`config.mk`:
```
export PLATFORM = sky130hd
export DESIGN_NAME = request_aggregator
export DESIGN_NICKNAME = d
export VERILOG_FILES = /design/src/verilog/request_aggregator_pkg.sv /design/src/verilog/request_aggregator.sv
export SDC_FILE = /design/constraint.sdc
export NUM_CORES = 1
export LEC_CHECK = 0
export BUFFER_PORTS_ARGS = -buffer_cell sky130_fd_sc_hd__buf_2
export CORE_MARGIN = 4
export CORE_UTILIZATION = 47
export CTS_CLUSTER_DIAMETER = 150
export DETAILED_ROUTE_END_ITERATION = 7
export PLACE_DENSITY = 0.76
export SLEW_MARGIN = 25
export SYNTH_ARGS = -nofsm -noshare
export SYNTH_HDL_FRONTEND = slang
export SYNTH_SLANG_ARGS = --single-unit
export TNS_END_PERCENT = 1
```
`constraint.sdc`:
```
create_clock -name mclk -period 5.85 [get_ports mclk]
set_input_delay 0.8775 -clock mclk [delete_from_list [all_inputs] [get_ports mclk]]
set_output_delay 0.8775 -clock mclk [all_outputs]
set_load 0.01 [all_outputs]
```
`src/verilog/request_aggregator_pkg.sv`:
```
// Purpose: constants for the interrupt request vector map
// Assumes: one 32-bit flag word, one flag per vector plus one shared extra
// Notes:   byte offsets are on the AHB-Lite register port
package request_aggregator_pkg;
	// ==========================================================
	// widths
	localparam int FLAG_W = 32;
	localparam int VEC_W  = 5;
	localparam int WADR_W = 6;

	// ==========================================================
	// register byte offsets
	localparam logic [7:0] OFS_FLAGS   = 8'h00;
	localparam logic [7:0] OFS_ENABLE  = 8'h04;
	localparam logic [7:0] OFS_CTRL    = 8'h08;
	localparam logic [7:0] OFS_VECTOR  = 8'h0C;
	localparam logic [7:0] OFS_IRQSTAT = 8'h10;
	localparam logic [7:0] OFS_IRQMASK = 8'h14;

	// ==========================================================
	// field positions and reset values
	localparam int CTRL_GIE_BIT   = 0;
	localparam int VECREG_ADR_LSB = 8;
	localparam int VECREG_NMI_BIT = 16;
	localparam int VECREG_IRQ_BIT = 17;
	localparam int EV_REQ_BIT     = 0;
	localparam int EV_NMI_BIT     = 1;
	localparam int EV_ACK_BIT     = 2;
	localparam int EV_W           = 3;
	localparam logic [31:0] RST_WORD = 32'h0000_0000;

	// ==========================================================
	// vector numbers; flag bit n belongs to vector n
	localparam logic [4:0] VEC_RESET      = 5'h00;
	localparam logic [4:0] VEC_NMI        = 5'h01;
	localparam logic [4:0] VEC_SUPPLY     = 5'h02;
	localparam logic [4:0] VEC_RTC_EVENT  = 5'h06;
	localparam logic [4:0] VEC_PIT        = 5'h07;
	localparam logic [4:0] VEC_TMR_OVF    = 5'h08;
	localparam logic [4:0] VEC_TMR_HIGH_HALF_UNDERFLOW   = 5'h09;
	localparam logic [4:0] VEC_TMR_CMP2   = 5'h0C;
	localparam logic [4:0] VEC_CT_OVF     = 5'h0F;
	localparam logic [4:0] VEC_CT_TRIGGER_EVENT    = 5'h10;
	localparam logic [4:0] VEC_ADC0_RDY   = 5'h14;
	localparam logic [4:0] VEC_ADC0_WIN   = 5'h15;
	localparam logic [4:0] VEC_NVM_READY  = 5'h1E;
	localparam logic [4:0] VEC_LAST       = 5'h1E;
	// extra flag that shares the timer overflow vector
	localparam int FLAG_LOW_UNDERFLOW = 31;
endpackage : request_aggregator_pkg

```
`src/verilog/request_aggregator.sv`:
```
// Purpose: gathers peripheral interrupt flags and maps them onto vectors
// Assumes: AHB-Lite slave with zero wait states, 20 MHz mclk
// Notes:   lowest pending vector number wins; vector 1 is non-maskable
`timescale 1ns/1ps
module request_aggregator #(
	parameter int NUM_FLAG = 32
) (
	// clock and reset
	input  wire logic                 mclk,
	input  wire logic                 rst_b,
	// AHB-Lite slave
	input  wire logic                 hsel,
	input  wire logic [31:0]          haddr,
	input  wire logic [1:0]           htrans,
	input  wire logic                 hwrite,
	input  wire logic [2:0]           hsize,
	input  wire logic [31:0]          hwdata,
	input  wire logic                 hready,
	output logic      [31:0]          hrdata,
	output logic                      hreadyout,
	output logic                      hresp,
	// peripheral source events, one-cycle pulses
	input  wire logic [NUM_FLAG-1:0]  srcEvent,
	// core side
	input  wire logic                 vecAck,
	output logic                      irqReq,
	output logic                      nmiReq,
	output logic [4:0]                vecNum,
	output logic [5:0]                vecAddr,
	// block interrupt
	output logic                      irqOut
);
	// ==========================================================
	// elaboration check
	if (NUM_FLAG != request_aggregator_pkg::FLAG_W) begin : gBadWidth
		$error("NUM_FLAG must equal the flag word width");
	end

	// ==========================================================
	// helper functions
	// fold the shared underflow flag onto its vector and drop bit 0
	function automatic logic [30:0] foldShared(input logic [31:0] act);
		logic [30:0] v;
		v = act[30:0];
		v[request_aggregator_pkg::VEC_TMR_OVF] = act[request_aggregator_pkg::VEC_TMR_OVF]
			| act[request_aggregator_pkg::FLAG_LOW_UNDERFLOW];
		v[request_aggregator_pkg::VEC_RESET] = 1'b0;
		return v;
	endfunction : foldShared

	// lowest active vector; zero when nothing is active
	function automatic logic [4:0] firstVector(input logic [30:0] v);
		logic [4:0] n;
		n = request_aggregator_pkg::VEC_RESET;
		for (int i = 30; i >= 1; i--) begin
			if (v[i]) begin
				n = 5'(i);
			end
		end
		return n;
	endfunction : firstVector

	// word address of a vector, two words per entry
	function automatic logic [5:0] vectorAddr(input logic [4:0] n);
		return {n, 1'b0};
	endfunction : vectorAddr

	// write-one-clear update; an event in the clear cycle wins, so none is lost
	function automatic logic [31:0] clearSet(input logic [31:0] cur, input logic clr,
		input logic [31:0] pat, input logic [31:0] ev);
		return (cur & ~(clr ? pat : request_aggregator_pkg::RST_WORD)) | ev;
	endfunction : clearSet

	// vector register image; field places other than the number at bit 0 come from the package
	function automatic logic [31:0] vectorWord(input logic irq, input logic nmi,
		input logic [5:0] adr, input logic [4:0] num);
		logic [31:0] w;
		w = request_aggregator_pkg::RST_WORD;
		w[request_aggregator_pkg::VECREG_IRQ_BIT] = irq;
		w[request_aggregator_pkg::VECREG_NMI_BIT] = nmi;
		w[request_aggregator_pkg::VECREG_ADR_LSB +: request_aggregator_pkg::WADR_W] = adr;
		w[0 +: request_aggregator_pkg::VEC_W] = num;
		return w;
	endfunction : vectorWord

	// ==========================================================
	// reset release through two flops
	logic rstMeta_b;
	logic rstSync_b;
	always_ff @(posedge mclk or negedge rst_b) begin
		if (!rst_b) begin
			rstMeta_b <= 1'b0;
			rstSync_b <= 1'b0;
		end else begin
			rstMeta_b <= 1'b1;
			rstSync_b <= rstMeta_b;
		end
	end

	// ==========================================================
	// AHB address phase capture
	logic       wrPend_q;
	logic       rdPend_q;
	logic [7:0] addr_q;
	wire        addrValid = hsel & hready & htrans[1];
	always_ff @(posedge mclk or negedge rstSync_b) begin
		if (!rstSync_b) begin
			wrPend_q <= 1'b0;
			rdPend_q <= 1'b0;
			addr_q   <= 8'h00;
		end else begin
			wrPend_q <= addrValid & hwrite;
			rdPend_q <= addrValid & ~hwrite;
			addr_q   <= haddr[7:0];
		end
	end

	// zero wait states and always OKAY; hsize is assumed a word
	assign hreadyout = 1'b1;
	assign hresp     = 1'b0;

	// ==========================================================
	// write strobes
	wire wrFlags = wrPend_q & (addr_q == request_aggregator_pkg::OFS_FLAGS);
	wire wrEn    = wrPend_q & (addr_q == request_aggregator_pkg::OFS_ENABLE);
	wire wrCtrl  = wrPend_q & (addr_q == request_aggregator_pkg::OFS_CTRL);
	wire wrStat  = wrPend_q & (addr_q == request_aggregator_pkg::OFS_IRQSTAT);
	wire wrMask  = wrPend_q & (addr_q == request_aggregator_pkg::OFS_IRQMASK);

	// ==========================================================
	// pending flags, enables, global enable
	logic [31:0] pendingFlags_q;
	logic [31:0] pendingFlags_d;
	logic [31:0] requestEnable_q;
	logic        gie_q;
	// set wins over a write-one clear so no event is lost
	assign pendingFlags_d = clearSet(pendingFlags_q, wrFlags, hwdata, srcEvent);
	always_ff @(posedge mclk or negedge rstSync_b) begin
		if (!rstSync_b) begin
			pendingFlags_q  <= request_aggregator_pkg::RST_WORD;
			requestEnable_q <= request_aggregator_pkg::RST_WORD;
			gie_q           <= 1'b0;
		end else begin
			pendingFlags_q  <= pendingFlags_d;
			requestEnable_q <= wrEn ? hwdata : requestEnable_q;
			gie_q           <= wrCtrl ? hwdata[request_aggregator_pkg::CTRL_GIE_BIT] : gie_q;
		end
	end

	// ==========================================================
	// request selection
	wire [30:0] activeVec = foldShared(pendingFlags_q & requestEnable_q);
	wire        nmiNext   = activeVec[request_aggregator_pkg::VEC_NMI];
	wire [30:0] maskable  = {activeVec[30:2], 2'b00};
	wire        irqNext   = gie_q & (|maskable);
	// the non-maskable vector always wins over maskable ones
	wire [4:0]  vecNext   = nmiNext ? request_aggregator_pkg::VEC_NMI
		: (irqNext ? firstVector(maskable) : request_aggregator_pkg::VEC_RESET);

	// ==========================================================
	// core outputs, registered; reset shows vector 0
	always_ff @(posedge mclk or negedge rstSync_b) begin
		if (!rstSync_b) begin
			irqReq  <= 1'b0;
			nmiReq  <= 1'b0;
			vecNum  <= request_aggregator_pkg::VEC_RESET;
			vecAddr <= 6'h00;
		end else begin
			irqReq  <= irqNext;
			nmiReq  <= nmiNext;
			vecNum  <= vecNext;
			vecAddr <= vectorAddr(vecNext);
		end
	end

	// ==========================================================
	// block interrupt: sticky events, mask, level output
	logic [2:0] irqStat_q;
	logic [2:0] irqMask_q;
	wire  [2:0] evNow = {vecAck, nmiNext & ~nmiReq, irqNext & ~irqReq};
	// widened to the word so the status update shares the flag clear rule
	wire [31:0] irqStatNext = clearSet({29'h0000_0000, irqStat_q}, wrStat, hwdata,
		{29'h0000_0000, evNow});
	always_ff @(posedge mclk or negedge rstSync_b) begin
		if (!rstSync_b) begin
			irqStat_q <= 3'b000;
			irqMask_q <= 3'b000;
		end else begin
			irqStat_q <= irqStatNext[request_aggregator_pkg::EV_W-1:0];
			irqMask_q <= wrMask ? hwdata[request_aggregator_pkg::EV_W-1:0] : irqMask_q;
		end
	end
	assign irqOut = |(irqStat_q & irqMask_q);

	// ==========================================================
	// read data mux; unmapped offsets read zero
	logic [31:0] rdMux;
	always_comb begin
		case (addr_q)
			request_aggregator_pkg::OFS_FLAGS:   rdMux = pendingFlags_q & 32'hFFFF_FFFE;
			request_aggregator_pkg::OFS_ENABLE:  rdMux = requestEnable_q;
			request_aggregator_pkg::OFS_CTRL:    rdMux = {31'h0000_0000, gie_q};
			request_aggregator_pkg::OFS_VECTOR:  rdMux = vectorWord(irqReq, nmiReq,
				vecAddr, vecNum);
			request_aggregator_pkg::OFS_IRQSTAT: rdMux = {29'h0000_0000, irqStat_q};
			request_aggregator_pkg::OFS_IRQMASK: rdMux = {29'h0000_0000, irqMask_q};
			default:                             rdMux = 32'h0000_0000;
		endcase
	end
	assign hrdata = rdPend_q ? rdMux : 32'h0000_0000;
endmodule : request_aggregator

```
# Yosys cells after proc, flatten, opt, wreduce, memory -nomap -nowiden
# Cells that the tools add are included.
# totals
ff_bits	90
# classes
eq_ne	5
mux	35
bitwise_logic	24
reduce_logical	3
# ops
op	count
one-hot mux 32 bit (6 select lines)	1
two-way mux 5 bit	31
bitwise AND 32 bit	2
two-way mux 32 bit	2
inverter 32 bit	1
OR 32 bit	1
OR reduction 29 bit	1
equality test 8 x 4 -> 1 bit, second input constant	2
equality test 8 x 5 -> 1 bit, second input constant	2
bitwise AND 1 bit	12
equality test 8 x 3 -> 1 bit, second input constant	1
logical NOT 8 bit	1
bitwise AND 3 bit	2
two-way mux 3 bit	1
inverter 1 bit	3
inverter 3 bit	1
OR 3 bit	1
OR reduction 3 bit	1
OR 1 bit	1

# Logic depth before layout (Yosys ltp)
# Gate-level depths: netlist of run 1.
# depth
depth_word	32
ltp_mapped	7

# Worst setup path before layout of run 1
# Ideal clock, no wire load.
# synth_path
kind	flip-flop to output port
from	register addr_q[1]
to	output hrdata[14]
arrival_time_ns	1.920
path_slack_ns	3.052
path_stages_with_launch	8
n_path_buf	2
cell_sequence	dfrtp_1 -> or4_4 -> nor3_4 -> and2_1 -> buf_2 -> clkbuf_1 -> a22oi_1 -> nor2_1
# synth_between
elab_chain_cells	3
# synth_rtl
element	line	source
from (decl)	request_aggregator.sv:104	logic [7:0] addr_q;
from (signal assigned)	request_aggregator.sv:114	addr_q <= haddr[7:0];
equality test 8 x 5 -> 1 bit (tied with other cells)	request_aggregator.sv:199	case (addr_q)
one-hot mux 32 bit (6 select lines) *	request_aggregator.sv:199	
two-way mux 32 bit *	request_aggregator.sv:210	assign hrdata = rdPend_q ? rdMux : 32'h0000_0000;
to (decl)	request_aggregator.sv:19	output logic [31:0] hrdata,
# Mark *: on every way between the ends. The rest lies on a longest branch, timed or not.

# Final worst setup path of run 1
# layout_path
from	register addr_q[1]
to	output hrdata[13]
# Same word-level chain as after synthesis.

==> summary.txt, run 1 <==
Yosys
  – Yosys warns: 0
  – Cell area after synthesis: 4439 um^2
  – Syn Area/Cell: 10.52 um^2
  – Seq/Total Area, Yosys: 50.17%
  – Unique masters post-synth: 37
  – #FFs+latches synth: 89
  – Cell count after synthesis: 422

Status
  – Status: complete, no violations

Clock network
  – CTS tree: built
  – CTS H-tree lvls: 3
  – Clk sinks: 89
  – CTS root buffer: clkbuf_8
  – Clock Path Buffers: 2
  – Clock Latency Late Sink: 0.35 ns
  – Post-CTS Setup Bufs: 0
  – Hold_buf cts: 0
  – Num CTS Buffers: 9
  – Post-CTS resize count: 0
  – Clk slew on worst S/H paths: 0.09 ns

STA
  – Setup TNS: 0 ns
  – Final slew viol count: 0
  – Max-Slew Margin vs Limit: 26.78%
  – Part of the cycle the worst path needs: 68.44%
  – Slew of the pin with the lowest slew margin: 1.098 ns
  – Unrepaired setup endpoints after global routing: no
  – Hold Fails Final Rpt: 0
  – Worst Skew: 0.01382 ns
  – Final min period: 4.003 ns
  – Final number of setup-violating endpoints: 0
  – Max Freq: 249.8 MHz

Power
  – Lkg Pwr: 2.414 nW
  – Power Density: 223.7 nW/um^2
  – Total Power: 1.181 mW
  – VDD IR max: 155.9 uV

Place
  – GP Congestion: 0.9070
  – Port Buf Inserts: 122
  – DP HPWL: 8464 um

Setup path
  – Worst Path Class, Setup: reg2out
  – WP data required: 4.97 ns
  – Arrival @ worst endpoint: 3.13 ns
  – Crit start category: register
  – Crit end category: output pin
  – Critical path peak fanout: 26

Global route
  – Vias in the first global route: 3,796
  – First-pass GRT wire length: 18,690 um
  – Initial antenna violation count: 0
  – Total grt overflow: 0
  – Largest net degree at the start of global routing: 49
  – GRT Total Usage: 21.03%
  – M2 GR Usage: 33.70%
  – Met1 Track Usage GR: 28.45%
  – GR Layer Usage met3: 4.385%
  – Grt peak-use layer: met2

Floorplan
  – Initial Util: 48.27%
  – Die area: 11,060 um^2
  – Die width: 105.2 um
  – I/O pins: 155
  – Die Y: 105.2 um
  – Core area: 9196 um^2
  – Row count: 35

Finish
  – Area Overhead vs Synth: 18.88%
  – Final #Nets: 640
  – Antenna cells: 0
  – Share of post-route cells with drive strength above 1: 34.20%
  – Fillers: 811

Flow run
  – Max Cap Viol: 0

Routing
  – Antenna-violating nets left: 0
  – Routed via count: 3,761
  – DR vias/cell: 5.795
  – WL final: 11,770 um
  – Drt pass-1 iters: 7
  – Post-route DRC: 0
  – Starting DRT DRC Count: 217
  – Routed length per instance: 18.13 um

Hold path
  – Worst Hold Class: in2async
==> layout make-up <==
class	instances	area, um^2	area share [%]
timing repair buffer	124	645.6	12.23
clock buffer	13	158.9	3.011
sequential	89	2231	42.27
multi-input combinational	300	2029	38.45
tap	111	138.9	2.632
clock inverter	3	40.04	0.7587
inverter	9	33.78	0.6401
==> cells by family after synthesis <==
group / count (synthesis) / share of synthesized area, %
other: 2 / 0.1692
AND/OR/NAND/NOR: 140 / 13.78
AO/OA/AOI/OAI: 118 / 19.28
flip-flops: 89 / 50.17
multiplexers: 38 / 12.18
buffers and inverters: 35 / 4.425
==> sequential cells by signal (all words and copies together), names as in the netlist, 3 cells and up <==
signal           count
addr_q               8
irqMask_q            3
irqStat_q            3
pendingFlags_q      31
requestEnable_q     32
vecAddr              5
==> Yosys cell counts (all sizes together) <==
cell	count	share of area [%]
a22oi	40	6.8
and3	5	0.70
a21oi	13	1.5
nor4	2	0.28
a32o	2	0.45
nor2	32	2.7
inv	9	0.76
and3b	1	0.20
mux2	38	12
a222oi	6	1.4
conb	2	0.17
nor3	4	0.70
nand3	10	1.1
a221oi	2	0.39
a2111oi	1	0.20
dfrtp	89	50
and2	3	0.42
a22o	1	0.20
o21ai	13	1.5
buf	19	3.1
nand2	77	6.7
nand4	4	0.56
clkbuf	7	0.59
a32oi	3	0.59
o211ai	1	0.17
a41oi	1	0.20
o21ba	1	0.23
nor2b	1	0.14
or4	1	0.25
a21boi	1	0.17
a21o	32	5.4
a21bo	1	0.23
==> path summary, 6_finish.rpt <==
check	start	endpoint	slack, ns	depth (start not counted)
min	rst_b	rstSync_b	0.28	1
min in group mclk	rstMeta_b	rstSync_b	0.37	0
max in group asynchronous	rstSync_b	irqReq	4.89	1
max reg2reg	addr_q[1]	requestEnable_q[3]	2.90	5
max	addr_q[1]	hrdata[13]	1.85	6
min reg2reg	rstSync_b	pendingFlags_q[22]	0.32	0
==> routing by layer <==
| layer | share of wire, % | wire (um) |
|---|---|---|
| met2 | 48 | 5627 |
| met1 | 44 | 5140 |
| met4 | 1.6 | 189 |
| met5 | 0 | 0 |
| met3 | 6.9 | 810 |
==> critical path, stage by stage, from the launching register on <==
cell	delay, ns
dfrtp_1	0.37
or4_4	0.56
nor3_4	0.25
and2_1	0.92
a22oi_1	0.23
a21oi_1	0.26
buf_2	0.19
==> per-stage QoR <==
step | utilization (%) | hold WS [ns] | worst slack, ns | cell area, um^2 | std cells
2_1_floorplan | - | 0.3312 | 3.052 | 4447 | 424
3_3_place_gp | 54.86 | 0.3406 | 2.134 | 5045 | 632
3_5_place_dp | 55.22 | 0.3371 | 2.305 | 5079 | 633
4_1_cts | 57.39 | 0.2707 | 1.909 | 5278 | 649
5_1_grt | 57.39 | 0.2651 | 1.792 | 5278 | 649
6_report | 57.39 | 0.2835 | 1.847 | 5278 | 649
==> cells in the final DEF (no fill, tap or decap), types with 3 or more instances in the layout <==
| master | netlist | routed |
|---|---|---|
| and3_1 | 5 | 5 |
| inv_1 | 9 | 9 |
| a21oi_1 | 13 | 13 |
| a32oi_1 | 3 | 3 |
| o21ai_0 | 13 | 13 |
| clkbuf_8 | 0 | 11 |
| dfrtp_1 | 89 | 88 |
| mux2_4 | 30 | 30 |
| mux2_2 | 8 | 8 |
| a22oi_1 | 40 | 40 |
| a21o_1 | 32 | 32 |
| nor3_1 | 3 | 3 |
| nand2_1 | 76 | 76 |
| nor2_1 | 32 | 32 |
| conb_1 | 2 | 4 |
| nand4_1 | 4 | 4 |
| and2_1 | 3 | 3 |
| a222oi_1 | 6 | 6 |
| nand3_1 | 10 | 9 |
| buf_2 | 7 | 122 |
==> power by group <==
group / total, mW / switching [mW] / internal [mW]
registers: 0.658 / 0.0260 / 0.632
logic: 0.0953 / 0.0446 / 0.0506
clock network: 0.427 / 0.207 / 0.220
total: 1.18 / 0.278 / 0.903
(Power assumes the default switching activity.)
==> run 2, diff against run 1 <==
==> constraint.sdc (replaced) <==
create_clock -name mclk -period 3.75 [get_ports mclk]
set_input_delay 0.5625 -clock mclk [delete_from_list [all_inputs] [get_ports mclk]]
set_output_delay 0.5625 -clock mclk [all_outputs]
set_load 0.01 [all_outputs]
==> summary.txt, run 2 (synthesis results as in run 1) <==
Clock network
  – Num CTS Buffers: 9
  – CTS tree: built
  – CTS root buffer: clkbuf_8
  – Clk sinks: 89
  – Clk slew on worst S/H paths: 0.09 ns
  – Post-CTS resize count: 0
  – CTS H-tree lvls: 3
  – Clock Latency Late Sink: 0.36 ns
  – Clock Path Buffers: 2

Setup path
  – Crit path cell chain: or4_4 -> nor3_4 -> and3b_1 -> buf_4 -> a22oi_1 -> a21oi_1 -> buf_2
  – WP buf/inv: 2
  – FF-to-FF End: requestEnable_q[20]
  – Top Family by Delay on Critical Path: simple AND/OR/NAND/NOR gates
  – Crit start category: register
  – Reg2reg path depth: 6
  – Critical path peak fanout: 16
  – R2r setup slk: 1.12 ns
  – Worst path max stage delay: 0.55 ns
  – Crit end category: output pin
  – Worst path slowest cell: or4_4
  – Arrival @ worst endpoint: 2.54 ns
  – RR Startpoint: addr_q[1]
  – Crit path depth: 7
  – Worst Path Class, Setup: reg2out
  – WP data required: 3.19 ns

Floorplan
  – Die Y: 105.2 um
  – Die width: 105.2 um
  – Die area: 11,060 um^2
  – Core area: 9196 um^2
  – Initial Util: 48.27%
  – I/O pins: 155
  – Row count: 35

Global route
  – Largest net degree at the start of global routing: 51
  – GRT Total Usage: 21.59%
  – First-pass GRT wire length: 19,450 um
  – Total grt overflow: 0
  – Initial antenna violation count: 0
  – Vias in the first global route: 3,831

STA
  – Max Freq: 321.9 MHz
  – Unrepaired setup endpoints after global routing: no
  – Hold Fails Final Rpt: 0
  – Max-Slew Margin vs Limit: 56.95%
  – Part of the cycle the worst path needs: 82.84%
  – Worst Skew: 0.008218 ns
  – Final number of setup-violating endpoints: 0
  – Final slew viol count: 0
  – Slew of the pin with the lowest slew margin: 0.6452 ns
  – Final min period: 3.107 ns
  – Setup TNS: 0 ns

Routing
  – Antenna-violating nets left: 0
  – Starting DRT DRC Count: 297
  – Post-route DRC: 0
  – DR vias/cell: 5.781
  – Drt pass-1 iters: 5
  – Routed via count: 3,781
  – WL final: 11,700 um
  – Routed length per instance: 17.88 um

Power
  – Power Density: 356.4 nW/um^2
  – VDD IR max: 164.2 uV
  – Lkg Pwr: 2.446 nW

Place
  – Port Buf Inserts: 122
  – GP Congestion: 0.9231
  – DP HPWL: 8628 um

Finish
  – Share of post-route cells with drive strength above 1: 34.62%
  – Area Overhead vs Synth: 20.24%
  – Final #Nets: 646
  – Most common cell after layout, fill and taps aside: buf_2
  – Largest register by flop count: requestEnable_q
  – Top Registers: requestEnable_q: 32 flops, pendingFlags_q: 31 flops, addr_q: 8 flops
  – Number of flip-flops in the largest register: 32
  – Fillers: 808
  – Antenna cells: 0
  – Final Util: 58.04%
  – Most frequent cells in the layout: 122 x buf_2, 88 x dfrtp_1, 76 x nand2_1

Flow run
  – Max Cap Viol: 0

Status
  – Status: complete, no violations

Hold path
  – Worst Hold Class: reg2async
-- run 2: cell count changes in the layout (fill, tap and decap cells not counted) --
cell,previous run,this run
buf_4,1,6
clkbuf_1,2,0
clkinvlp_4,0,2
and3b_1,0,1
and3b_2,1,0
bufinv_16,1,2
clkbuf_8,11,10
clkinv_2,2,1
dlygate4sd3_1,0,1
nand3_1,9,10
nand3_2,1,0
-- run 2: through the flow --
stage	hold slack (ns)	worst slack [ns]	cell area, um^2	std cells	total power, mW
finish	0.3098	0.6435	5338	654	1.902
global route	0.2876	0.4501	5338	654	1.989
CTS	0.3043	0.6559	5338	654	1.919
detailed placement	0.3334	1.056	5110	638	1.195
global placement	0.3405	1.119	5082	637	1.185
floorplan	0.2669	1.088	4447	424	1.115
-- run 2: how the worst max path moves through the flow --
stage                         start   endpoint  slack, ns
after floorplan           rstSync_b  addr_q[0]       1.09
after global placement    addr_q[1]  hrdata[3]       1.12
after detailed placement  addr_q[1]  hrdata[3]       1.06
after CTS                 addr_q[1]  hrdata[3]       0.66
after global routing      addr_q[1]  hrdata[3]       0.45
final                     addr_q[1]  hrdata[3]       0.64
-- run 2: timing repair --
| action | CTS | global route |
|---|---|---|
| hold buffers | 1 | 0 |
| setup buffers | 0 | 0 |
| endpoints found under the hold margin | 2 | 0 |
-- run 2: power by group --
part,switching (mW),internal [mW]
Clock,0.337,0.389
Combinational,0.0702,0.0799
Sequential,0.0401,0.987
Total,0.447,1.46
-- run 2: layer usage --
metal  wire length [um]  global-route usage, %
met5                  0                      0
met4                140                  5.248
met3                872                  4.880
met2               5591                  34.65
met1               5092                  29.72
-- run 2: area by class of cell --
cell class / instances / area [um^2] / share of cell area (%)
multi-input cells: 300 / 2023 / 37.90
repair buffers: 130 / 693.2 / 12.99
clock inverters: 5 / 80.08 / 1.500
flip-flops and latches: 89 / 2231 / 41.80
clock buffers: 10 / 137.6 / 2.579
well taps: 111 / 138.9 / 2.602
inverters: 9 / 33.78 / 0.6329
==> run 3, diff against run 2 <==
--- a/config.mk
+++ b/config.mk
@@ -5,9 +5,10 @@
 export SDC_FILE = /design/constraint.sdc
 export NUM_CORES = 1
 export LEC_CHECK = 0
+export ABC_AREA = 1
 export BUFFER_PORTS_ARGS = -buffer_cell sky130_fd_sc_hd__buf_2
 export CORE_MARGIN = 4
-export CORE_UTILIZATION = 47
+export CORE_UTILIZATION = 45
 export CTS_CLUSTER_DIAMETER = 150
 export DETAILED_ROUTE_END_ITERATION = 7
 export PLACE_DENSITY = 0.76
==> constraint.sdc (replaced) <==
create_clock -name mclk -period 2.8 [get_ports mclk]
set_input_delay 0.42 -clock mclk [delete_from_list [all_inputs] [get_ports mclk]]
set_output_delay 0.42 -clock mclk [all_outputs]
set_load 0.01 [all_outputs]
==> summary.txt, run 3 <==
Finish
  – Most frequent cells in the layout: 209 x nand2_1, 122 x buf_2, 98 x inv_1
  – Post-Layout Cell Count: 850
  – Number of flip-flops in the largest register: 32
  – Final #Nets: 823
  – Share of post-route cells with drive strength above 1: 22.33%
  – Antenna cells: 0
  – Largest register by flop count: requestEnable_q
  – Area occupied by multi-input gates: 1710 um^2
  – Top Registers: requestEnable_q: 32 flops, pendingFlags_q: 31 flops, addr_q: 8 flops
  – Most common cell after layout, fill and taps aside: nand2_1
  – Final Util: 57.93%
  – Fillers: 919
  – Area Overhead vs Synth: 23.45%
  – FF/Latch Area: 2231 um^2

Floorplan
  – Initial Util: 46.92%
  – Core area: 9415 um^2
  – Die width: 107.1 um
  – Die Y: 107.1 um
  – Row count: 35
  – I/O pins: 155
  – Die area: 11,470 um^2

STA
  – Final number of setup-violating endpoints: 0
  – Final min period: 2.651 ns
  – Max Freq: 377.2 MHz
  – Max-Slew Margin vs Limit: 62.86%
  – WHS: 0.1737 ns
  – Final slew viol count: 0
  – Part of the cycle the worst path needs: 94.68%
  – Slew of the pin with the lowest slew margin: 0.5571 ns
  – Final WS setup: 0.1488 ns
  – Worst Skew: 0.01266 ns
  – Hold Fails Final Rpt: 0

Global route
  – Largest net degree at the start of global routing: 49
  – First-pass GRT wire length: 18,890 um
  – Total grt overflow: 0
  – GRT Total Usage: 20.50%
  – Vias in the first global route: 4,012
  – Initial antenna violation count: 0

Yosys
  – Synth top area cells: dfrtp_1 50%, nand2_1 18%, o21ai_0 9.2%
  – Cell count after synthesis: 594
  – Ys flop type: dfrtp_1
  – #FFs+latches synth: 89
  – Largest area contributor in the netlist: dfrtp_1
  – Most numerous cell in the Yosys netlist: nand2_1
  – Yosys warns: 0
  – Syn Area/Cell: 7.438 um^2
  – Unique masters post-synth: 27
  – Cell area after synthesis: 4418 um^2
  – Synth top area share: 50.41%
  – Fraction of registers with async set/reset: 100.0%
  – Seq/Total Area, Yosys: 50.41%
  – Number of synthesized flops with an enable pin: 0
  – Commonest cells post-synth: 210 x nand2_1, 99 x inv_1, 89 x dfrtp_1, 81 x o21ai_0, 25 x a21oi_1

Power
  – VDD IR max: 260.2 uV
  – Power Density: 445.0 nW/um^2
  – Total Power: 2.427 mW
  – Flop pwr share: 54.6%
  – Clock share of power: 40.1%
  – Lkg Pwr: 2.890 nW
  – Net load switching power: 0.5396 mW
  – Comb pwr share: 5.4%
  – Sw Ratio: 22.23%
  – Int Power: 1.887 mW

Clock network
  – Post-CTS Setup Bufs: 0
  – Clock Latency Late Sink: 0.35 ns
  – Clk slew on worst S/H paths: 0.08 ns
  – Clk sinks: 89
  – Num CTS Buffers: 9
  – CTS root buffer: clkbuf_8
  – CTS tree: built
  – Clock Path Buffers: 2
  – CTS H-tree lvls: 3

Setup path
  – Crit end category: output pin
  – RR Startpoint: addr_q[1]
  – WP data required: 2.38 ns
  – R2r setup slk: 0.57 ns
  – FF-to-FF End: requestEnable_q[9]
  – Critical path peak fanout: 8
  – Worst Path Class, Setup: reg2out
  – Reg2reg path depth: 9
  – Arrival @ worst endpoint: 2.23 ns
  – Crit start category: register

Flow run
  – Max Cap Viol: 0

Routing
  – Routed via count: 4,130
  – Antenna-violating nets left: 0
  – WL final: 11,490 um
  – Drt pass-1 iters: 5
  – Starting DRT DRC Count: 224
  – Post-route DRC: 0
  – Routed length per instance: 13.51 um
  – DR vias/cell: 4.859

Hold path
  – Hold EP: addr_q[4]
  – Worst Hold Class: in2reg
  – Worst Hold Launch: haddr[4]
  – Hold Path Stages: 1

Place
  – Pre-CTS setup slack: 0.2812 ns
  – Placed insts: 833
  – Port Buf Inserts: 122
  – DP HPWL: 8600 um
  – GP Congestion: 0.8657

Status
  – Status: complete, no violations
run 3: cell types whose count changed in the layout (fill, tap and decap cells not counted), moves of 30 or more:
cell,previous run,this run
nand2_1,76,209
inv_1,9,98
o21ai_0,13,81
a22oi_1,40,0
a21o_1,32,0
mux2_4,30,0
run 3: routing by layer:
| metal | routed length [um] | share of wire (%) | up-vias | global-route usage, % |
|---|---|---|---|---|
| li1 | - | - | 2068 | - |
| met1 | 5159 | 45 | 1900 | 28.22 |
| met2 | 5326 | 46 | 151 | 33.24 |
| met3 | 872 | 7.6 | 11 | 4.877 |
| met4 | 126 | 1.1 | 0 | 3.927 |
| met5 | 0 | 0 | - | 0 |
run 3: worst max-delay path, stage by stage (launching register included):
cell,delay (ns)
dfrtp_1,0.36
nor2_1,0.21
inv_1,0.06
nor3_1,0.22
nand2_1,0.18
nand2_1,0.11
inv_1,0.05
a21oi_2,0.19
buf_4,0.19
o21ai_0,0.12
inv_1,0.07
buf_2,0.12
run 3: final cells by class:
class / instances / share of cell area [%]
sequential: 89 / 40.90
multi-input combinational: 382 / 31.36
timing repair buffer: 133 / 13.65
inverter: 101 / 7.066
tap: 129 / 2.959
clock buffer: 11 / 2.592
clock inverter: 5 / 1.468
run 3: logic make-up after synthesis:
| group | after synthesis | share of synthesized area, % |
|---|---|---|
| simple gates | 254 | 22.80 |
| other cells | 2 | 0.1700 |
| buf+inv | 125 | 11.36 |
| flops | 89 | 50.41 |
| compound gates | 124 | 15.26 |
run 3: what timing repair did:
| item | CTS | global route |
|---|---|---|
| pin swaps | 0 | 0 |
| hold buffers | 1 | 0 |
| gates resized for setup | 1 | 5 |
| endpoints found under the hold margin | 2 | 0 |
| setup endpoints to repair | 9 | 31 |
run 3: worst max path at each step:
stage	slack [ns]	end	cells past startpoint	start
finish	0.15	hrdata[11]	11	addr_q[1]
global route	-0.05	hrdata[2]	10	addr_q[7]
CTS	0.01	hrdata[23]	9	addr_q[7]
detailed placement	0.28	hrdata[1]	10	addr_q[1]
global placement	0.35	hrdata[1]	10	addr_q[1]
floorplan	0.14	addr_q[0]	0	rstSync_b
run 3: power by group through the flow:
stage	Clock (mW)	Sequential, mW	Combinational, mW
6_report	0.972	1.32	0.131
5_1_grt	1.05	1.33	0.152
4_1_cts	0.996	1.32	0.131
3_5_place_dp	0	1.35	0.130
3_3_place_gp	0	1.36	0.109
2_1_floorplan	0	1.35	0.0486
run 3: stage by stage:
step | instance area [um^2] | setup TNS [ns]
after floorplan | 4425 | 0
after global placement | 5174 | 0
after detailed placement | 5201 | 0
after CTS | 5434 | 0
after global routing | 5454 | -0.08022
final | 5454 | 0
